**src/verilog/pced_pkg.sv**
```systemverilog
// Constants shared by the pin change edge detector design.
`default_nettype none

package pced_pkg;

    // Register byte offsets on the AHB-Lite bus.
    localparam logic [7:0] PCED_OFF_RISE_A  = 8'h00;
    localparam logic [7:0] PCED_OFF_FALL_A  = 8'h04;
    localparam logic [7:0] PCED_OFF_FLAGS_A = 8'h08;
    localparam logic [7:0] PCED_OFF_RISE_C  = 8'h0c;
    localparam logic [7:0] PCED_OFF_FALL_C  = 8'h10;
    localparam logic [7:0] PCED_OFF_FLAGS_C = 8'h14;
    localparam logic [7:0] PCED_OFF_CTRL    = 8'h18;
    localparam logic [7:0] PCED_OFF_MODDIS  = 8'h1c;
    localparam logic [7:0] PCED_OFF_LEVEL   = 8'h20;
    localparam logic [7:0] PCED_OFF_IRQ_ST  = 8'h24;
    localparam logic [7:0] PCED_OFF_IRQ_EN  = 8'h28;
    localparam logic [7:0] PCED_OFF_IRQ_CLR = 8'h2c;

    // Field positions.
    localparam int PCED_CTRL_IRQEN_BIT = 0;
    localparam int PCED_CTRL_SUM_BIT   = 1;
    localparam int PCED_MODDIS_BIT     = 0;
    localparam int PCED_LEVEL_C_LSB    = 8;
    localparam int PCED_IST_CHANGE_BIT = 0;
    localparam int PCED_IST_WAKE_BIT   = 1;
    localparam int PCED_IST_WIDTH      = 2;

    // Reset values.
    localparam logic [7:0] PCED_ENABLE_RESET = 8'h00;
    localparam logic [7:0] PCED_FLAG_RESET   = 8'h00;

    // Samples needed before edge comparison is trusted.
    localparam logic [1:0] PCED_PRIME_COUNT = 2'h3;

    // Data phase state of the bus slave.
    typedef enum logic [1:0] {
        PCED_PH_IDLE = 2'b00,
        PCED_PH_WR   = 2'b01,
        PCED_PH_RD   = 2'b10
    } pced_phase_t;

endpackage : pced_pkg

`default_nettype wire

```
**src/verilog/pced_pin_detector.sv**
```systemverilog
// Synchroniser and rising/falling edge detector for one port of pins.
`default_nettype none

module pced_pin_detector #(
    parameter int WIDTH = 6
) (
    input  wire logic             clk,
    input  wire logic             rst_n,
    input  wire logic             hold,
    input  wire logic [WIDTH-1:0] pins,
    input  wire logic [WIDTH-1:0] riseEn,
    input  wire logic [WIDTH-1:0] fallEn,
    output logic      [WIDTH-1:0] edgeHit,
    output logic      [WIDTH-1:0] level
);
    import pced_pkg::*;

    logic [WIDTH-1:0] syncFirst;
    logic [WIDTH-1:0] syncSecond;
    logic [WIDTH-1:0] prevSample;
    logic [1:0]       primeCnt;
    logic             primed;
    logic [WIDTH-1:0] riseSeen;
    logic [WIDTH-1:0] fallSeen;

    // Two-stage synchroniser, then one more stage to hold the previous sample.
    always_ff @(posedge clk) begin
        if (!rst_n || hold) begin
            syncFirst  <= '0;
            syncSecond <= '0;
            prevSample <= '0;
        end else begin
            syncFirst  <= pins;
            syncSecond <= syncFirst;
            prevSample <= syncSecond;
        end
    end

    // The compare waits until all stages carry real pin samples, so a pin
    // that is already high at reset release does not look like a rise.
    always_ff @(posedge clk) begin
        if (!rst_n || hold) begin
            primeCnt <= 2'h0;
        end else if (!primed) begin
            primeCnt <= primeCnt + 2'h1;
        end
    end

    assign primed   = (primeCnt == PCED_PRIME_COUNT);
    assign riseSeen = syncSecond & ~prevSample;
    assign fallSeen = ~syncSecond & prevSample;

    // Each pin has its own rise and fall detector; both may be on at once.
    assign edgeHit = primed ? ((riseSeen & riseEn) | (fallSeen & fallEn)) : '0;
    assign level   = syncSecond;

endmodule : pced_pin_detector

`default_nettype wire

```
**src/verilog/pced_top.sv**
```systemverilog
// Pin change edge detector with AHB-Lite registers, interrupt and wake.
// Each register is one 32-bit word at a byte offset from the block base.
// Offset 0x00 holds the port A rise enables and 0x04 the port A fall enables.
// Offset 0x08 holds the port A change flags, one per pin.
// Offsets 0x0c, 0x10 and 0x14 hold the same three registers for port C.
// Offset 0x18 is control: bit 0 enables the interrupt, bit 1 shows the summary.
// Offset 0x1c holds the module disable in bit 0.
// Offset 0x20 reads the pin levels, port A in bits 5:0 and port C in bits 13:8.
// Offset 0x24 is event status: bit 0 is any enabled edge, bit 1 a wake event.
// Offset 0x28 enables those events, and writing ones to 0x2c clears them.
// Unmapped and unaligned addresses read zero and ignore writes.
// While disabled, the port registers read zero and ignore writes.
// Control, disable and event registers are not touched by the disable.
// Reads take one wait state so that read data comes from a flip-flop.
// Writes take none and land at the end of their data phase.
// A flag write stores the written value ORed with same-cycle edges.
`default_nettype none

module pced_top #(
    parameter int PINS_A = 6,
    parameter int PINS_C = 6
) (
    input  wire logic              clk,
    input  wire logic              rst_n,
    input  wire logic [PINS_A-1:0] portAPins,
    input  wire logic [PINS_C-1:0] portCPins,
    input  wire logic              sleepMode,
    input  wire logic              hsel,
    input  wire logic [31:0]       haddr,
    input  wire logic [1:0]        htrans,
    input  wire logic              hwrite,
    input  wire logic [2:0]        hsize,
    input  wire logic [31:0]       hwdata,
    input  wire logic              hready,
    output logic      [31:0]       hrdata,
    output logic                   hreadyout,
    output logic                   hresp,
    output logic                   changeIrq,
    output logic                   changeSummary,
    output logic                   wakeReq,
    output logic                   irq
);
    import pced_pkg::*;

    // Bus slave state.
    pced_phase_t phase;
    logic [7:0]  addr;
    logic        addrHit;

    // Software visible state.
    logic [PINS_A-1:0] riseEnableA;
    logic [PINS_A-1:0] fallEnableA;
    logic [PINS_A-1:0] changeFlagsA;
    logic [PINS_C-1:0] riseEnableC;
    logic [PINS_C-1:0] fallEnableC;
    logic [PINS_C-1:0] changeFlagsC;
    logic              changeIrqEnable;
    logic              moduleDisable;
    logic [PCED_IST_WIDTH-1:0] irqStatus;
    logic [PCED_IST_WIDTH-1:0] irqEnable;

    // Detector outputs.
    logic [PINS_A-1:0] edgeA;
    logic [PINS_C-1:0] edgeC;
    logic [PINS_A-1:0] levelA;
    logic [PINS_C-1:0] levelC;

    // Next values and decode.
    logic [PINS_A-1:0] next_changeFlagsA;
    logic [PINS_C-1:0] next_changeFlagsC;
    logic [PCED_IST_WIDTH-1:0] next_irqStatus;
    logic [PCED_IST_WIDTH-1:0] irqEvents;
    logic [PCED_IST_WIDTH-1:0] clearMask;
    logic [31:0] readValue;
    logic        addrPhase;
    logic        wrActive;
    logic        wrRiseA;
    logic        wrFallA;
    logic        wrFlagsA;
    logic        wrRiseC;
    logic        wrFallC;
    logic        wrFlagsC;
    logic        wrCtrl;
    logic        wrModDis;
    logic        wrIrqEn;
    logic        wrIrqClr;
    logic        changeWritable;
    logic        anyFlag;
    logic        anyEdge;
    logic        wakeEvent;
    logic        detectHold;

    // Read selects, one per readable register, and the composed words.
    logic        rdRiseA;
    logic        rdFallA;
    logic        rdFlagsA;
    logic        rdRiseC;
    logic        rdFallC;
    logic        rdFlagsC;
    logic        rdCtrl;
    logic        rdModDis;
    logic        rdLevel;
    logic        rdIrqSt;
    logic        rdIrqEn;
    logic [31:0] levelWord;
    logic [31:0] ctrlWord;

    // While disabled, the detectors and change registers sit in reset.
    assign detectHold = moduleDisable;

    // One detector per port.
    pced_pin_detector #(
        .WIDTH (PINS_A)
    ) u_detect_a (
        .clk     (clk),
        .rst_n   (rst_n),
        .hold    (detectHold),
        .pins    (portAPins),
        .riseEn  (riseEnableA),
        .fallEn  (fallEnableA),
        .edgeHit (edgeA),
        .level   (levelA)
    );

    pced_pin_detector #(
        .WIDTH (PINS_C)
    ) u_detect_c (
        .clk     (clk),
        .rst_n   (rst_n),
        .hold    (detectHold),
        .pins    (portCPins),
        .riseEn  (riseEnableC),
        .fallEn  (fallEnableC),
        .edgeHit (edgeC),
        .level   (levelC)
    );

    // A transfer is taken when selected, NONSEQ or SEQ, and the bus is ready.
    assign addrPhase = hsel && htrans[1] && hready;

    // Data phase tracking; reads take one wait state so that hrdata
    // comes from a flip-flop and sees every earlier write.
    always_ff @(posedge clk) begin
        if (!rst_n) begin
            phase   <= PCED_PH_IDLE;
            addr    <= 8'h00;
            addrHit <= 1'b0;
        end else if (addrPhase) begin
            phase   <= hwrite ? PCED_PH_WR : PCED_PH_RD;
            addr    <= haddr[7:0];
            addrHit <= (haddr[31:8] == 24'h000000) && (haddr[1:0] == 2'b00);
        end else if (phase == PCED_PH_WR || hreadyout) begin
            phase   <= PCED_PH_IDLE;
        end
    end

    // Ready drops only for the first cycle of a read data phase.
    always_ff @(posedge clk) begin
        if (!rst_n) begin
            hreadyout <= 1'b1;
        end else if (addrPhase && !hwrite) begin
            hreadyout <= 1'b0;
        end else begin
            hreadyout <= 1'b1;
        end
    end

    // Read data is loaded in the wait cycle; the answer is always OKAY.
    always_ff @(posedge clk) begin
        if (!rst_n) begin
            hrdata <= 32'h00000000;
            hresp  <= 1'b0;
        end else begin
            hresp  <= 1'b0;
            if (phase == PCED_PH_RD && !hreadyout) begin
                hrdata <= readValue;
            end
        end
    end

    // Write strobes, one per writable register, in the write data phase.
    assign wrActive    = (phase == PCED_PH_WR) && addrHit;
    assign changeWritable = wrActive && !moduleDisable;
    assign wrRiseA     = changeWritable && (addr == PCED_OFF_RISE_A);
    assign wrFallA     = changeWritable && (addr == PCED_OFF_FALL_A);
    assign wrFlagsA    = changeWritable && (addr == PCED_OFF_FLAGS_A);
    assign wrRiseC     = changeWritable && (addr == PCED_OFF_RISE_C);
    assign wrFallC     = changeWritable && (addr == PCED_OFF_FALL_C);
    assign wrFlagsC    = changeWritable && (addr == PCED_OFF_FLAGS_C);
    assign wrCtrl      = wrActive && (addr == PCED_OFF_CTRL);
    assign wrModDis    = wrActive && (addr == PCED_OFF_MODDIS);
    assign wrIrqEn     = wrActive && (addr == PCED_OFF_IRQ_EN);
    assign wrIrqClr    = wrActive && (addr == PCED_OFF_IRQ_CLR);

    // Edge enables; bits above the pin count do not exist and read zero.
    always_ff @(posedge clk) begin
        if (!rst_n || moduleDisable) begin
            riseEnableA <= PCED_ENABLE_RESET[PINS_A-1:0];
            fallEnableA <= PCED_ENABLE_RESET[PINS_A-1:0];
            riseEnableC <= PCED_ENABLE_RESET[PINS_C-1:0];
            fallEnableC <= PCED_ENABLE_RESET[PINS_C-1:0];
        end else begin
            if (wrRiseA) begin
                riseEnableA <= hwdata[PINS_A-1:0];
            end
            if (wrFallA) begin
                fallEnableA <= hwdata[PINS_A-1:0];
            end
            if (wrRiseC) begin
                riseEnableC <= hwdata[PINS_C-1:0];
            end
            if (wrFallC) begin
                fallEnableC <= hwdata[PINS_C-1:0];
            end
        end
    end

    // Flags take the written value, but an edge in the same cycle wins,
    // so a masked clear never loses a fresh change.
    assign next_changeFlagsA = wrFlagsA ? (hwdata[PINS_A-1:0] | edgeA)
                                        : (changeFlagsA | edgeA);
    assign next_changeFlagsC = wrFlagsC ? (hwdata[PINS_C-1:0] | edgeC)
                                        : (changeFlagsC | edgeC);

    // Flags keep updating whatever the interrupt enable or sleep state.
    always_ff @(posedge clk) begin
        if (!rst_n || moduleDisable) begin
            changeFlagsA <= PCED_FLAG_RESET[PINS_A-1:0];
            changeFlagsC <= PCED_FLAG_RESET[PINS_C-1:0];
        end else begin
            changeFlagsA <= next_changeFlagsA;
            changeFlagsC <= next_changeFlagsC;
        end
    end

    // Control: global change interrupt enable and the module disable bit.
    always_ff @(posedge clk) begin
        if (!rst_n) begin
            changeIrqEnable <= 1'b0;
            moduleDisable   <= 1'b0;
        end else begin
            if (wrCtrl) begin
                changeIrqEnable <= hwdata[PCED_CTRL_IRQEN_BIT];
            end
            if (wrModDis) begin
                moduleDisable <= hwdata[PCED_MODDIS_BIT];
            end
        end
    end

    // Summary across all ports and the events that feed the status register.
    assign anyFlag   = (|changeFlagsA) || (|changeFlagsC);
    assign anyEdge   = (|edgeA) || (|edgeC);
    assign wakeEvent = anyEdge && sleepMode && changeIrqEnable;

    always_comb begin
        irqEvents = '0;
        irqEvents[PCED_IST_CHANGE_BIT] = anyEdge;
        irqEvents[PCED_IST_WAKE_BIT]   = wakeEvent;
    end

    // Sticky status: a new event in the clearing cycle stays set.
    assign clearMask      = wrIrqClr ? hwdata[PCED_IST_WIDTH-1:0] : '0;
    assign next_irqStatus = (irqStatus & ~clearMask) | irqEvents;

    always_ff @(posedge clk) begin
        if (!rst_n) begin
            irqStatus <= '0;
            irqEnable <= '0;
        end else begin
            irqStatus <= next_irqStatus;
            if (wrIrqEn) begin
                irqEnable <= hwdata[PCED_IST_WIDTH-1:0];
            end
        end
    end

    // Registered outputs toward the core.
    // Each one follows its source by one clock, so none of them glitches.
    always_ff @(posedge clk) begin
        if (!rst_n) begin
            changeSummary <= 1'b0;
            changeIrq     <= 1'b0;
            wakeReq       <= 1'b0;
            irq           <= 1'b0;
        end else begin
            changeSummary <= anyFlag;
            changeIrq     <= anyFlag && changeIrqEnable;
            wakeReq       <= anyFlag && changeIrqEnable && sleepMode;
            irq           <= |(irqStatus & irqEnable);
        end
    end

    // Read selects; a miss or an unaligned address selects nothing and reads zero.
    assign rdRiseA  = addrHit && (addr == PCED_OFF_RISE_A);
    assign rdFallA  = addrHit && (addr == PCED_OFF_FALL_A);
    assign rdFlagsA = addrHit && (addr == PCED_OFF_FLAGS_A);
    assign rdRiseC  = addrHit && (addr == PCED_OFF_RISE_C);
    assign rdFallC  = addrHit && (addr == PCED_OFF_FALL_C);
    assign rdFlagsC = addrHit && (addr == PCED_OFF_FLAGS_C);
    assign rdCtrl   = addrHit && (addr == PCED_OFF_CTRL);
    assign rdModDis = addrHit && (addr == PCED_OFF_MODDIS);
    assign rdLevel  = addrHit && (addr == PCED_OFF_LEVEL);
    assign rdIrqSt  = addrHit && (addr == PCED_OFF_IRQ_ST);
    assign rdIrqEn  = addrHit && (addr == PCED_OFF_IRQ_EN);

    // The level word is blanked while the module is off, like the port registers.
    assign levelWord = moduleDisable ? 32'h00000000 : 32'({levelC, 2'b00, levelA});
    assign ctrlWord  = 32'({anyFlag, changeIrqEnable});

    // Read selection; the selects are exclusive, so the order sets no priority.
    assign readValue =
        rdRiseA  ? 32'(riseEnableA) :
        rdFallA  ? 32'(fallEnableA) :
        rdFlagsA ? 32'(changeFlagsA) :
        rdRiseC  ? 32'(riseEnableC) :
        rdFallC  ? 32'(fallEnableC) :
        rdFlagsC ? 32'(changeFlagsC) :
        rdCtrl   ? ctrlWord :
        rdModDis ? 32'(moduleDisable) :
        rdLevel  ? levelWord :
        rdIrqSt  ? 32'(irqStatus) :
        rdIrqEn  ? 32'(irqEnable) :
                   32'h00000000;

endmodule : pced_top

`default_nettype wire

```
**config.mk**
```make
export PLATFORM = sky130hd
export DESIGN_NAME = pced_top
export DESIGN_NICKNAME = d
export VERILOG_FILES = /design/src/verilog/pced_pkg.sv /design/src/verilog/pced_pin_detector.sv /design/src/verilog/pced_top.sv
export SDC_FILE = /design/constraint.sdc
export NUM_CORES = 1
export LEC_CHECK = 0
export ABC_AREA = 1
export ABC_CLOCK_PERIOD_IN_PS = 1700
export BUFFER_PORTS_ARGS = -buffer_cell sky130_fd_sc_hd__buf_2
export CAP_MARGIN = 20
export CORE_MARGIN = 3
export CORE_UTILIZATION = 55
export CTS_BUF_LIST = sky130_fd_sc_hd__clkbuf_8
export CTS_CLUSTER_DIAMETER = 200
export DETAILED_ROUTE_END_ITERATION = 10
export MAX_ROUTING_LAYER = met4
export PLACE_DENSITY = 0.83
export SLEW_MARGIN = 20
export SYNTH_ARGS = -nofsm -noshare
export SYNTH_HDL_FRONTEND = slang
export SYNTH_SLANG_ARGS = --single-unit
```
**constraint.sdc**
```tcl
create_clock -name clk -period 1.7 [get_ports clk]
set_clock_uncertainty 0.05 [all_clocks]
set_input_delay 0.085 -clock clk [delete_from_list [all_inputs] [get_ports clk]]
set_output_delay 0.085 -clock clk [all_outputs]
set_load 0.005 [all_outputs]
```
* Word level (Yosys, flattened, before mapping)
Cells that the tools add are included.
** Cells by class
- $add $sub $neg :: 2
- Eq/ne operators :: 15
- Multiplexer cells :: 21
- Bitwise logic cells :: 22
- Reduce and logical (&&, ||, !) cells :: 49
** Operators by type and width (number)
- 14-bit two-way mux :: 10
- 6-bit bitwise AND :: 8
- 6-bit bitwise OR :: 6
- 8-bit by 5-bit == test with 1-bit output, second input constant :: 4
- 8-bit by 6-bit == test with 1-bit output, second input constant :: 4
- 1-bit logical AND :: 32
- 24-bit zero test :: 1
- 6-bit two-way mux :: 4
- 6-bit inverter :: 4
- 6-bit OR reduction :: 4
- 8-bit by 4-bit == test with 1-bit output, second input constant :: 2
- 2-bit two-way mux :: 6
- 8-bit by 3-bit == test with 1-bit output, second input constant :: 1
- 8-bit zero test :: 1
- 2-bit == test, second input constant :: 3
- 2-bit by 1-bit adder with 2-bit output, second input constant :: 2
- 2-bit bitwise AND :: 2
- 1-bit zero test :: 4
- 1-bit logical OR :: 4
- 2-bit by 1-bit == test with 1-bit output, second input constant :: 1
- 2-bit zero test :: 1
- 2-bit inverter :: 1
- 2-bit bitwise OR :: 1
- 2-bit nonzero test :: 1
- 2 further kinds :: 2
** Word-level totals
- Register bits :: 130
- Bits of input ports :: 87
- Output and inout port bits :: 38
- Logic and storage cells :: 136

* Logic depth before layout (Yosys ltp)
Gate-level depths: netlist of run 1.
- Depth after elaboration :: 13
- Mapped depth :: 12
- Depth with buffers taken out :: 12

* By module
Synthesis of run 1 repeated with hierarchy kept, for this count alone.
** Unflattened totals
- Cells, all modules :: 677
- Area, all modules :: 5013.6 um2
** By module, submodules not included
- pced_top :: times used 1, cells an instance 495, area each 3562.2 um2, sequential area each 1401.3 um2
- pced_pin_detector :: times used 2, cells an instance 91, area each 725.7 um2, sequential area each 400.4 um2

* Worst setup path after synthesis of run 1
OpenSTA, ideal clock, no wires.
- Path kind :: flip-flop to flip-flop
- From :: reg u_detect_c.primeCnt[0]
- To :: reg irqStatus[0]
- Arrival :: 1.291 ns
- Data required time :: 1.522 ns
- Path slack :: 0.231 ns
- Cell stages (with the launch flop) :: 10
- Buffers on the path :: 0
- Period minus slack after synthesis :: 1.469 ns
- Cell sequence :: dfxtp_1 -> ha_1 -> inv_1 -> nor2_1 -> nand2_1 -> nand2_1 -> nor3_1 -> nand4_1 -> a21oi_1 -> nor2_1
** Between the ends
- Cells in the longest elaborated chain, start to end :: 5
** RTL lines
- start: declaration :: line pced_pin_detector.sv:21 : logic [1:0] primeCnt;
- start signal: assignment :: line pced_pin_detector.sv:45 : primeCnt <= primeCnt + 2'h1;
- 2-bit == test :: line pced_pin_detector.sv:49 : assign primed = (primeCnt == PCED_PRIME_COUNT);
- 6-bit two-way mux :: line pced_pin_detector.sv:54 : assign edgeHit = primed ? ((riseSeen & riseEn) | (fallSeen & fallEn)) : '0;
- 6-bit OR reduction :: line pced_top.sv:253 : assign anyEdge = (|edgeA) || (|edgeC);
- 1-bit logical OR :: line pced_top.sv:253
- 2-bit bitwise OR :: line pced_top.sv:264 : assign next_irqStatus = (irqStatus & ~clearMask) | irqEvents;
- end signal: assignment :: line pced_top.sv:271 : irqStatus <= next_irqStatus;
- end: declaration :: line pced_top.sv:59 : logic [PCED_IST_WIDTH-1:0] irqStatus;
Every way passes these cells.
A chain may end at the register's enable or synchronous reset.

* Final worst setup path of run 1
- From :: reg addr[1]
- To :: reg hrdata[3]
** Between the ends
- Cells in the longest elaborated chain, start to end :: 11
- Elaborated cells between the ends (all ways) :: 27
- Classes of those cells :: 8 x eq/ne; 9 x mux; 10 x reduce/logical
** RTL lines
- start: declaration :: line pced_top.sv:47 : logic [7:0] addr;
- start signal: assignment :: line pced_top.sv:150 : addr <= haddr[7:0];
- 8-bit by 6-bit == test with 1-bit output :: line pced_top.sv:303 : assign rdLevel = addrHit && (addr == PCED_OFF_LEVEL);
- 1-bit logical AND :: line pced_top.sv:303
- 14-bit two-way mux :: line pced_top.sv:321 : rdLevel ? levelWord :
- 14-bit two-way mux :: line pced_top.sv:320 : rdModDis ? 32'(moduleDisable) :
- 14-bit two-way mux :: line pced_top.sv:319 : rdCtrl ? ctrlWord :
- 14-bit two-way mux :: line pced_top.sv:318 : rdFlagsC ? 32'(changeFlagsC) :
- 14-bit two-way mux :: line pced_top.sv:317 : rdFallC ? 32'(fallEnableC) :
- 14-bit two-way mux :: line pced_top.sv:316 : rdRiseC ? 32'(riseEnableC) :
- 14-bit two-way mux :: line pced_top.sv:315 : rdFlagsA ? 32'(changeFlagsA) :
- 14-bit two-way mux :: line pced_top.sv:314 : rdFallA ? 32'(fallEnableA) :
- 14-bit two-way mux * :: line pced_top.sv:313 : rdRiseA ? 32'(riseEnableA) :
- end signal: assignment :: line pced_top.sv:176 : hrdata <= readValue;
- end: declaration :: line pced_top.sv:35 : output logic [31:0] hrdata,
Mark *: on every way between the ends. The rest lies on a longest branch, timed or not.

==> results of run 1 <==
==> cells by family after synthesis <==
group	after synthesis	share of synthesized area, %
compound gates	143	16.7
xor+xnor	2	0.354
fa+ha+maj	2	0.505
buf+inv	149	13.3
flops	110	44.5
mux	2	0.404
other cells	1	0.0757
simple gates	251	24.2
==> sequential cells by signal, indices dropped and copies added, names as in the netlist, 2 cells and up <==
signal / count
irqEnable: 2
changeFlagsA: 6
riseEnableA: 6
riseEnableC: 6
u_detect_c.prevSample: 6
changeFlagsC: 6
phase: 2
u_detect_c.level: 6
irqStatus: 2
u_detect_c.primeCnt: 2
u_detect_a.prevSample: 6
u_detect_a.syncFirst: 6
u_detect_a.primeCnt: 2
fallEnableC: 6
u_detect_a.level: 6
addr: 8
u_detect_c.syncFirst: 6
hrdata: 12
fallEnableA: 6
==> worst max path at each step <==
| stage | cells past startpoint | to |
|---|---|---|
| after detailed placement | 9 | irqStatus[0]$_SDFF_PN0_ |
| final | 10 | hrdata[3]$_SDFFE_PN0P_ |
| after floorplan | 9 | irqStatus[0]$_SDFF_PN0_ |
| after global routing | 11 | hrdata[1]$_SDFFE_PN0P_ |
| after global placement | 9 | irqStatus[0]$_SDFF_PN0_ |
| after CTS | 11 | hrdata[1]$_SDFFE_PN0P_ |
==> layout make-up <==
type                            count  area, µm²
Fill cell                         682       2370
Multi-Input combinational cell    421       2280
Sequential cell                   110       2220
Timing Repair Buffer              124        841
Inverter                          109        417
Clock buffer                       10        138
Tap cell                          105        131
Clock inverter                      6       71.3
==> metrics by stage <==
stage	cell area, µm²	total power, mW	setup TNS (ns)
final	6090	4.89	-0.00133
after global routing	6090	5.07	-0.619
after CTS	5880	4.85	0
after detailed placement	5430	3.20	-0.0467
after global placement	5430	3.18	-0.0728
after floorplan	5030	3.05	0
==> layer usage <==
| layer | vias to the layer above | wire [µm] |
|---|---|---|
| met5 | - | 0 |
| met2 | 218 | 6630 |
| met4 | 0 | 265 |
| met3 | 23 | 1200 |
| li1 | 2306 | - |
| met1 | 2184 | 5600 |
==> power breakdown <==
part / internal (mW) / switching, mW / leakage [nW]
combinational: 0.218 / 0.306 / 1.78
sequential: 2.66 / 0.0546 / 0.899
clock: 0.735 / 0.916 / 0.110
==> synthesized netlist by cell type, drive strengths merged <==
master / count
dfxtp: 110
inv: 109
nand2: 105
nor2: 85
a21oi: 61
o21ai: 59
buf: 30
nand3: 23
nand4: 15
clkbuf: 10
nor3: 10
o211ai: 9
a211oi: 7
nor4: 6
nand3b: 5
ha: 2
mux2i: 2
o2111ai: 2
o21bai: 2
xor2: 2
a311oi: 1
and3b: 1
conb: 1
o22ai: 1
o31ai: 1
or2: 1
==> repair_timing <==
item                                   4_1_cts  5_1_grt
pin swaps                                    0       15
setup endpoints to repair                    2       36
endpoints found under the hold margin       28        0
gates resized for setup                      1       45
gates cloned                                 0        0
buffers inserted                             0        9
hold buffers                                24        0
==> worst max-delay path, stage by stage, from the launching register on <==
cell	delay [ns]
dfxtp_2	0.35
nor2_4	0.21
nand3_4	0.13
buf_6	0.15
nor2_4	0.15
nand2_4	0.09
o21ai_2	0.11
inv_1	0.06
o2111ai_2	0.08
nand3_2	0.12
a21oi_1	0.14
==> metrics.csv, run 1 <==
metric,value,unit
status,"complete, but fails checks",
failed_checks,setup timing,
fin_crit,1.70,ns
num_rows,33,
ir_worst_vdd,0.530,mV
io_pins,125,
pre_cts_ws,-0.0330,ns
crit_start,addr[1]$_SDFFE_PN0P_,
holdPathStages,5,
area_growth,23.0,%
synth_cell_types,42,
clock_path_buffers,2,
hold_class,input port to flip-flop,
cellPowerDensity,802,mW/mm²
worstPathArrival,1.96,ns
timing.rr.start,addr[1]$_SDFFE_PN0P_,
synth_top_cell_area_share,44.5,%
ys_warn_count,0,
grt_pass1_vias,4457,
globalplace.congestion,0.966,
cts_tree,built,
synth_top_area_cell,dfxtp_1,
worst_hold_slack,0.0169,ns
synth.avg_cell_area,7.50,µm²
routed_wl,13.7,mm
vias,4731,
r2r_cells,10,
rsz0062_at_grt,yes,
wl_per_cell,15.5,µm
dp.cells,836,
met1_usage,34.8,%
grt_pass1_wl,21.4,mm
via_per_inst,5.35,
hold_viol_final,0,
syn_area,0.00495,mm²
cts_buffers,9,
grt_max_degree,39,
final_cell_mix,"102 x dfxtp_1, 94 x inv_1, 93 x nand2_1, 73 x buf_2, 69 x nor2_1",
cts_sinks,110,
drt-pass1-iter-count,8,
htree_levels,3,
cts_root_buffer,clkbuf_8,
endpoint_kind,flip-flop,
syn_inst,660,
io_buffers,73,
synth_area_leaders,"dfxtp_1 44%, nand2_1 7.4%, inv_1 7.3%",
hp-start,hwdata[2],
worst_slew_pin_slew,0.641,ns
dieHeight,101,µm
start_util,58.5,%
max_cap_viol_count,0,
ant_nets,0,
die_area,0.0102,mm²
die_w,101,µm
regToRegSetupSlack,-0.001,ns
num-nets-final,864,
setup_slack,-0.00133,ns
crit_fanout,5,
drive_gt1_share,25.0,%
globalRoute.totalOverflow,0,
reg2reg_to,hrdata[3]$_SDFFE_PN0P_,
antennaDiodeCount,0,
design.core.area,0.00846,mm²
finalSetupViolCount,1,
track_usage,27.8,%
start_kind,flip-flop,
worstSetupPathType,flip-flop to flip-flop,
met2_usage,45.6,%
p_leak,2.79,nW
busiest_layer,met2,
cp.required,1.96,ns
slew_headroom,57.2,%
drt_iter0_markers,412,
clk_pin_slew,0.11,ns
seq_area_frac_synth,44.5,%
stdcell_count,885,
min_to,changeFlagsC[2]$_SDFF_PP0_,
antenna_found_initial,0,
met3_usage,4.64,%
dp_hpwl,10.0,mm
clock_latency,0.38,ns
final_common_cell,dfxtp_1,
utilization,72.0,%
synth_seq_cells,110,
drv_slew,0,
period_share,100,%
drc,0,
fmax,588,MHz
(Power assumes the default switching activity.)
==> inputs of run 2 (changes only) <==
--- a/config.mk
+++ b/config.mk
@@ -6,16 +6,16 @@
 export NUM_CORES = 1
 export LEC_CHECK = 0
 export ABC_AREA = 1
-export ABC_CLOCK_PERIOD_IN_PS = 1700
+export ABC_CLOCK_PERIOD_IN_PS = 1400
 export BUFFER_PORTS_ARGS = -buffer_cell sky130_fd_sc_hd__buf_2
 export CAP_MARGIN = 20
 export CORE_MARGIN = 3
-export CORE_UTILIZATION = 55
+export CORE_UTILIZATION = 50
 export CTS_BUF_LIST = sky130_fd_sc_hd__clkbuf_8
 export CTS_CLUSTER_DIAMETER = 200
 export DETAILED_ROUTE_END_ITERATION = 10
 export MAX_ROUTING_LAYER = met4
-export PLACE_DENSITY = 0.83
+export PLACE_DENSITY = 0.8
 export SLEW_MARGIN = 20
 export SYNTH_ARGS = -nofsm -noshare
 export SYNTH_HDL_FRONTEND = slang
==> constraint.sdc (replaced) <==
create_clock -name clk -period 1.4 [get_ports clk]
set_clock_uncertainty 0.05 [all_clocks]
set_input_delay 0.21 -clock clk [delete_from_list [all_inputs] [get_ports clk]]
set_output_delay 0.21 -clock clk [all_outputs]
set_load 0.005 [all_outputs]
==> metrics.csv, run 2 (synthesized netlist as in run 1, its figures left out) <==
metric,value,unit,change
failed_checks,setup timing,,unchanged
met2_usage,45.0,%,was 45.6%
io_pins,125,,unchanged
regMostFlops,hrdata,,unchanged
setup_slack,-0.341,ns,was -0.00133 ns
path_cells,nor2_4 -> buf_4 -> nand3_4 -> nor2_4 -> nand2_2 -> o22ai_1 -> nor2_1 -> nand2_1 -> nand2_2 -> a21oi_2,,was nor2_4 -> nand3_4 -> buf_6 -> nor2_4 -> nand2_4 -> o21ai_2 -> inv_1 -> o2111ai_2 -> nand3_2 -> a21oi_1
r2r_cells,10,,unchanged
track_usage,27.6,%,was 27.8%
dp.cells,940,,was 836
area_growth,47.3,%,was 23.0%
num-nets-final,954,,was 864
hold_class,input port to flip-flop,,unchanged
drc,0,,unchanged
via_per_inst,5.25,,was 5.35
max_cap_viol_count,0,,unchanged
largest_reg_flops,12,,unchanged
cts_tree,built,,unchanged
hold_viol_final,0,,unchanged
cts_root_buffer,clkbuf_8,,unchanged
globalRoute.totalOverflow,0,,unchanged
clock_latency,0.37,ns,was 0.38 ns
cts_buffers,9,,unchanged
start_kind,flip-flop,,unchanged
busiest_layer,met2,,unchanged
drive_gt1_share,42.1,%,was 25.0%
final_cell_mix,"97 x dfxtp_1, 96 x buf_4, 88 x inv_1, 85 x nand2_1, 73 x buf_2",,"was 102 x dfxtp_1, 94 x inv_1, 93 x nand2_1, 73 x buf_2, 69 x nor2_1"
endpoint_kind,flip-flop,,unchanged
cp.required,1.67,ns,was 1.96 ns
slowest_stage,dfxtp_4,,was dfxtp_2
vias,5246,,was 4731
drv_slew,0,,unchanged
dieHeight,106,µm,was 101 µm
drt-pass1-iter-count,5,,was 8
fmax,574,MHz,was 588 MHz
ant_nets,0,,unchanged
wl_per_cell,16.4,µm,was 15.5 µm
die_area,0.0111,mm²,was 0.0102 mm²
slowest_delay,0.37,ns,was 0.35 ns
ir_worst_vdd,0.572,mV,was 0.530 mV
worstSetupPathType,flip-flop to flip-flop,,unchanged
antenna_found_initial,0,,unchanged
finalSetupViolCount,53,,was 1
stdcell_count,999,,was 885
dp_hpwl,10.9,mm,was 10.0 mm
num_rows,35,,was 33
htree_levels,3,,unchanged
pre_cts_ws,-0.328,ns,was -0.0330 ns
cellPowerDensity,828,mW/mm²,was 802 mW/mm²
antennaDiodeCount,0,,unchanged
reg_top3,"hrdata: 12 flops, addr: 8 flops",,unchanged
seqCellArea,0.00223,mm²,was 0.00222 mm²
design.core.area,0.00942,mm²,was 0.00846 mm²
fillerInstances,611,,was 682
met1_usage,35.6,%,was 34.8%
drt_iter0_markers,378,,was 412
fin_crit,1.74,ns,was 1.70 ns
routed_wl,16.4,mm,was 13.7 mm
met3_usage,3.49,%,was 4.64%
status,"complete, but fails checks",,unchanged
clk_pin_slew,0.11,ns,about the same
grt_pass1_wl,23.7,mm,was 21.4 mm
rsz0062_at_grt,yes,,unchanged
grt_pass1_vias,4781,,was 4457
utilization,77.5,%,was 72.0%
p_leak,3.33,nW,was 2.79 nW
crit_fanout,5,,unchanged
multiInputGateArea,0.00266,mm²,was 0.00228 mm²
io_buffers,73,,unchanged
globalplace.congestion,0.957,,was 0.966
holdPathStages,3,,was 5
cts_sinks,110,,unchanged
start_util,52.6,%,was 58.5%
clock_path_buffers,2,,unchanged
tns,-11.28,ns,was -0.00133 ns
worstPathArrival,2.01,ns,was 1.96 ns
p_total,6.04,mW,was 4.89 mW
die_w,106,µm,was 101 µm
final_common_cell,dfxtp_1,,unchanged
period_share,124,%,was 100%
grt_max_degree,32,,was 39
[run 2: cell types whose count changed in the layout (fill, tap and decap cells not counted), sizes merged]
cell,previous run,this run
buf,100,199
bufinv,1,0
clkbuf,10,9
clkinv,3,4
clkinvlp,0,5
dlygate4sd3,24,12
inv,111,109
nand2,105,106
[run 2: layer usage]
metal / wire (µm) / share of wire (%)
met5: 0 / 0
met4: 528 / 3.2
met3: 1300 / 8.0
met1: 6660 / 41
met2: 7860 / 48
[run 2: layout make-up]
class	count	area share, %
Timing Repair inverter	2	0.206
Multi-Input combinational cell	422	36.5
Inverter	109	6.30
Tap cell	129	2.21
Clock buffer	9	1.70
Timing Repair Buffer	211	21.6
Sequential cell	110	30.5
Clock inverter	7	0.909
[run 2: path summary, 6_finish.rpt]
check,start,to,slack [ns]
min reg2reg,u_detect_a.syncFirst[1]$_SDFF_PP0_,u_detect_a.level[1]$_SDFF_PP0_,0.37
max reg2reg,addr[1]$_SDFFE_PN0P_,hrdata[1]$_SDFFE_PN0P_,-0.34
max,addr[1]$_SDFFE_PN0P_,hrdata[1]$_SDFFE_PN0P_,-0.34
min,sleepMode,wakeReq$_SDFF_PN0_,0.05
[run 2: stage by stage]
stage	area [µm²]	hold WS (ns)
finish	7290	0.0515
global route	7290	0.0548
CTS	6800	0.0300
detailed placement	6070	0.353
global placement	6070	0.345
floorplan	5030	0.272
[run 2: critical path, delay by kind of cell (launching register included)]
| family | cells | cell delay (ns) |
|---|---|---|
| DFF | 1 | 0.37 |
| buffers and inverters | 1 | 0.15 |
| and+or+nand+nor | 7 | 0.83 |
| AOI/OAI and AO/OA | 2 | 0.28 |
[run 2: timing repair]
action / 4_1_cts / 5_1_grt
setup buffers: 11 / 22
endpoints found under the hold margin: 12 / 0
cloned: 1 / 2
hold buffers: 12 / 0
resized for setup: 95 / 118
setup endpoints to repair: 54 / 54
pin swaps: 23 / 44
[run 2: where the power goes]
part / switching (mW) / internal, mW
Combinational: 0.489 / 0.401
Clock: 1.17 / 0.689
Sequential: 0.0731 / 3.23
Total: 1.73 / 4.32
==> inputs of run 3 (changes only) <==
--- a/config.mk
+++ b/config.mk
@@ -9,13 +9,15 @@
 export ABC_CLOCK_PERIOD_IN_PS = 1400
 export BUFFER_PORTS_ARGS = -buffer_cell sky130_fd_sc_hd__buf_2
 export CAP_MARGIN = 20
+export CELL_PAD_IN_SITES_DETAIL_PLACEMENT = 1
+export CELL_PAD_IN_SITES_GLOBAL_PLACEMENT = 1
 export CORE_MARGIN = 3
-export CORE_UTILIZATION = 50
+export CORE_UTILIZATION = 35
 export CTS_BUF_LIST = sky130_fd_sc_hd__clkbuf_8
 export CTS_CLUSTER_DIAMETER = 200
 export DETAILED_ROUTE_END_ITERATION = 10
 export MAX_ROUTING_LAYER = met4
-export PLACE_DENSITY = 0.8
+export PLACE_DENSITY = 0.78
 export SLEW_MARGIN = 20
 export SYNTH_ARGS = -nofsm -noshare
 export SYNTH_HDL_FRONTEND = slang
==> metrics.csv, run 3 (synthesized netlist as in run 1, its figures left out) <==
metric,value,unit,change
met2_usage,45.1,%,was 45.0%
r2r_cells,10,,unchanged
endpoint_kind,flip-flop,,unchanged
via_per_inst,5.34,,was 5.25
antennaDiodeCount,0,,unchanged
vias,5600,,was 5246
p_leak,3.26,nW,was 3.33 nW
start_kind,flip-flop,,unchanged
swShare,29.8,%,was 28.6%
max_cap_viol_count,0,,unchanged
critPathBufInv,1,,unchanged
finalSetupViolCount,51,,was 53
clk_pin_slew,0.11,ns,about the same
largest_reg_flops,12,,unchanged
num_rows,42,,was 35
num-nets-final,956,,was 954
met3_usage,6.14,%,was 3.49%
antenna_found_initial,0,,unchanged
regMostFlops,hrdata,,unchanged
path_cells,nor2_4 -> buf_6 -> nand3_4 -> nor2_4 -> nand2_2 -> o21ai_1 -> a21oi_1 -> o2111ai_1 -> nand3_1 -> a21oi_1,,was nor2_4 -> buf_4 -> nand3_4 -> nor2_4 -> nand2_2 -> o22ai_1 -> nor2_1 -> nand2_1 -> nand2_2 -> a21oi_2
final_common_cell,buf_4,,was dfxtp_1
routed_wl,22.1,mm,was 16.4 mm
globalplace.congestion,0.926,,was 0.957
reg_top3,"hrdata: 12 flops, addr: 8 flops",,unchanged
failed_checks,setup timing,,unchanged
htree_levels,3,,unchanged
dp_hpwl,13.2,mm,was 10.9 mm
met1_usage,29.3,%,was 35.6%
crit_family,simple AND/OR/NAND/NOR gates,,unchanged
drive_gt1_share,41.5,%,was 42.1%
regToRegSetupSlack,-0.52,ns,was -0.34 ns
cp.required,1.69,ns,was 1.67 ns
cts_root_buffer,clkbuf_8,,unchanged
slowest_stage,dfxtp_2,,was dfxtp_4
worstPathArrival,2.21,ns,was 2.01 ns
cts_sinks,110,,unchanged
slowest_delay,0.35,ns,was 0.37 ns
design.core.area,0.0136,mm²,was 0.00942 mm²
crit_fanout,6,,was 5
p_comb_share,15.4,%,was 14.7%
drc,0,,unchanged
worstSetupPathType,flip-flop to flip-flop,,unchanged
drt-pass1-iter-count,5,,unchanged
fillerInstances,1663,,was 611
internal-power,4.32,mW,about the same
grt_max_degree,29,,was 32
globalRoute.totalOverflow,0,,unchanged
cts_buffers,9,,unchanged
ant_nets,0,,unchanged
start_util,36.5,%,was 52.6%
clock_path_buffers,2,,unchanged
postLayoutCellArea,0.00728,mm²,was 0.00729 mm²
reg2reg_to,hrdata[3]$_SDFFE_PN0P_,,was hrdata[1]$_SDFFE_PN0P_
busiest_layer,met2,,unchanged
holdPathStages,3,,unchanged
worst_hold_slack,0.0283,ns,was 0.0515 ns
ir_worst_vdd,0.627,mV,was 0.572 mV
min_to,wakeReq$_SDFF_PN0_,,unchanged
timing.rr.start,addr[7]$_SDFFE_PN0P_,,was addr[1]$_SDFFE_PN0P_
setup_slack,-0.521,ns,was -0.341 ns
fmax,520,MHz,was 574 MHz
wl_per_cell,21.0,µm,was 16.4 µm
hold_class,input port to flip-flop,,unchanged
dieHeight,125,µm,was 106 µm
die_w,125,µm,was 106 µm
power.switching,1.83,mW,was 1.73 mW
period_share,137,%,was 124%
fin_crit,1.92,ns,was 1.74 ns
drv_slew,0,,unchanged
cellPowerDensity,844,mW/mm²,was 828 mW/mm²
cts_tree,built,,unchanged
clock_latency,0.41,ns,was 0.37 ns
grt_pass1_wl,31.6,mm,was 23.7 mm
power.share.clock,30.5,%,was 30.7%
hold_viol_final,0,,unchanged
seqPwrFrac,54.1,%,was 54.6%
area_growth,47.1,%,was 47.3%
io_pins,125,,unchanged
track_usage,26.3,%,was 27.6%
grt_pass1_vias,5927,,was 4781
final_cell_mix,"105 x buf_4, 96 x dfxtp_1, 87 x inv_1, 82 x nand2_1, 73 x buf_2",,"was 97 x dfxtp_1, 96 x buf_4, 88 x inv_1, 85 x nand2_1, 73 x buf_2"
crit_start,addr[7]$_SDFFE_PN0P_,,was addr[1]$_SDFFE_PN0P_
rsz0062_at_grt,yes,,unchanged
pre_cts_ws,-0.405,ns,was -0.328 ns
status,"complete, but fails checks",,unchanged
drt_iter0_markers,397,,was 378
dpl_cell_area,0.00622,mm²,was 0.00607 mm²
hp-start,sleepMode,,unchanged
io_buffers,73,,unchanged
die_area,0.0156,mm²,was 0.0111 mm²
[run 3: changes by cell type in the layout (fill, tap and decap cells not counted), sizes merged]
cell	delta
inv	+1
buf	+2
clkinv	-1
[run 3: final cells by class]
cell class	instances	area [µm²]	area share [%]
clock buffers	9	124	1.70
clock inverters	7	55.1	0.756
inverters	109	463	6.36
multi-input cells	422	2610	35.9
flip-flops and latches	110	2230	30.6
well taps	176	220	3.02
repair buffers	213	1560	21.5
repair inverters	2	15.0	0.206
[run 3: metrics by stage]
step	setup TNS, ns	cells	util, %	power, mW
detailed placement	-8.95	1000	45.9	4.04
global placement	-6.30	1000	45.9	3.99
finish	-12.62	1048	53.7	6.15
floorplan	-0.0369	680	-	3.71
global route	-15.85	1048	53.7	6.39
CTS	-6.25	1043	51.6	6.01
[run 3: per-layer routing]
layer / vias to the layer above / part of all wire, %
met2: 255 / 50
met3: 95 / 6.5
met4: 0 / 5.1
met5: - / 0
li1: 2505 / -
met1: 2745 / 38
[run 3: what timing repair did]
action / in CTS / in global routing
setup buffers: 14 / 9
gates resized for setup: 111 / 78
pin swaps: 27 / 28
hold buffers: 12 / 0
endpoints found under the setup margin: 54 / 83
endpoints found under the hold margin: 12 / 0
gates cloned: 3 / 0
[run 3: worst min-delay path, cell delays in order]
cell	delay, ns
buf_2	0.13
nand2_1	0.07
nor2_1	0.04
[run 3: worst max-delay path by stage]
stage | end | slack, ns | depth (start not counted)
3_5_place_dp | hrdata[3]$_SDFFE_PN0P_ | -0.41 | 9
5_1_grt | hrdata[3]$_SDFFE_PN0P_ | -0.62 | 10
4_1_cts | hrdata[0]$_SDFFE_PN0P_ | -0.29 | 11
6_report | hrdata[3]$_SDFFE_PN0P_ | -0.52 | 10
2_1_floorplan | changeFlagsA[0]$_SDFF_PP0_ | -0.02 | 8
3_3_place_gp | hrdata[3]$_SDFFE_PN0P_ | -0.37 | 9
[run 3: power groups by stage]
stage	Combinational, mW	Clock, mW	Sequential (mW)
finish	0.948	1.87	3.33
global route	1.02	2.04	3.34
CTS	0.820	1.88	3.31
detailed placement	0.677	0	3.36
global placement	0.637	0	3.36
floorplan	0.365	0	3.35
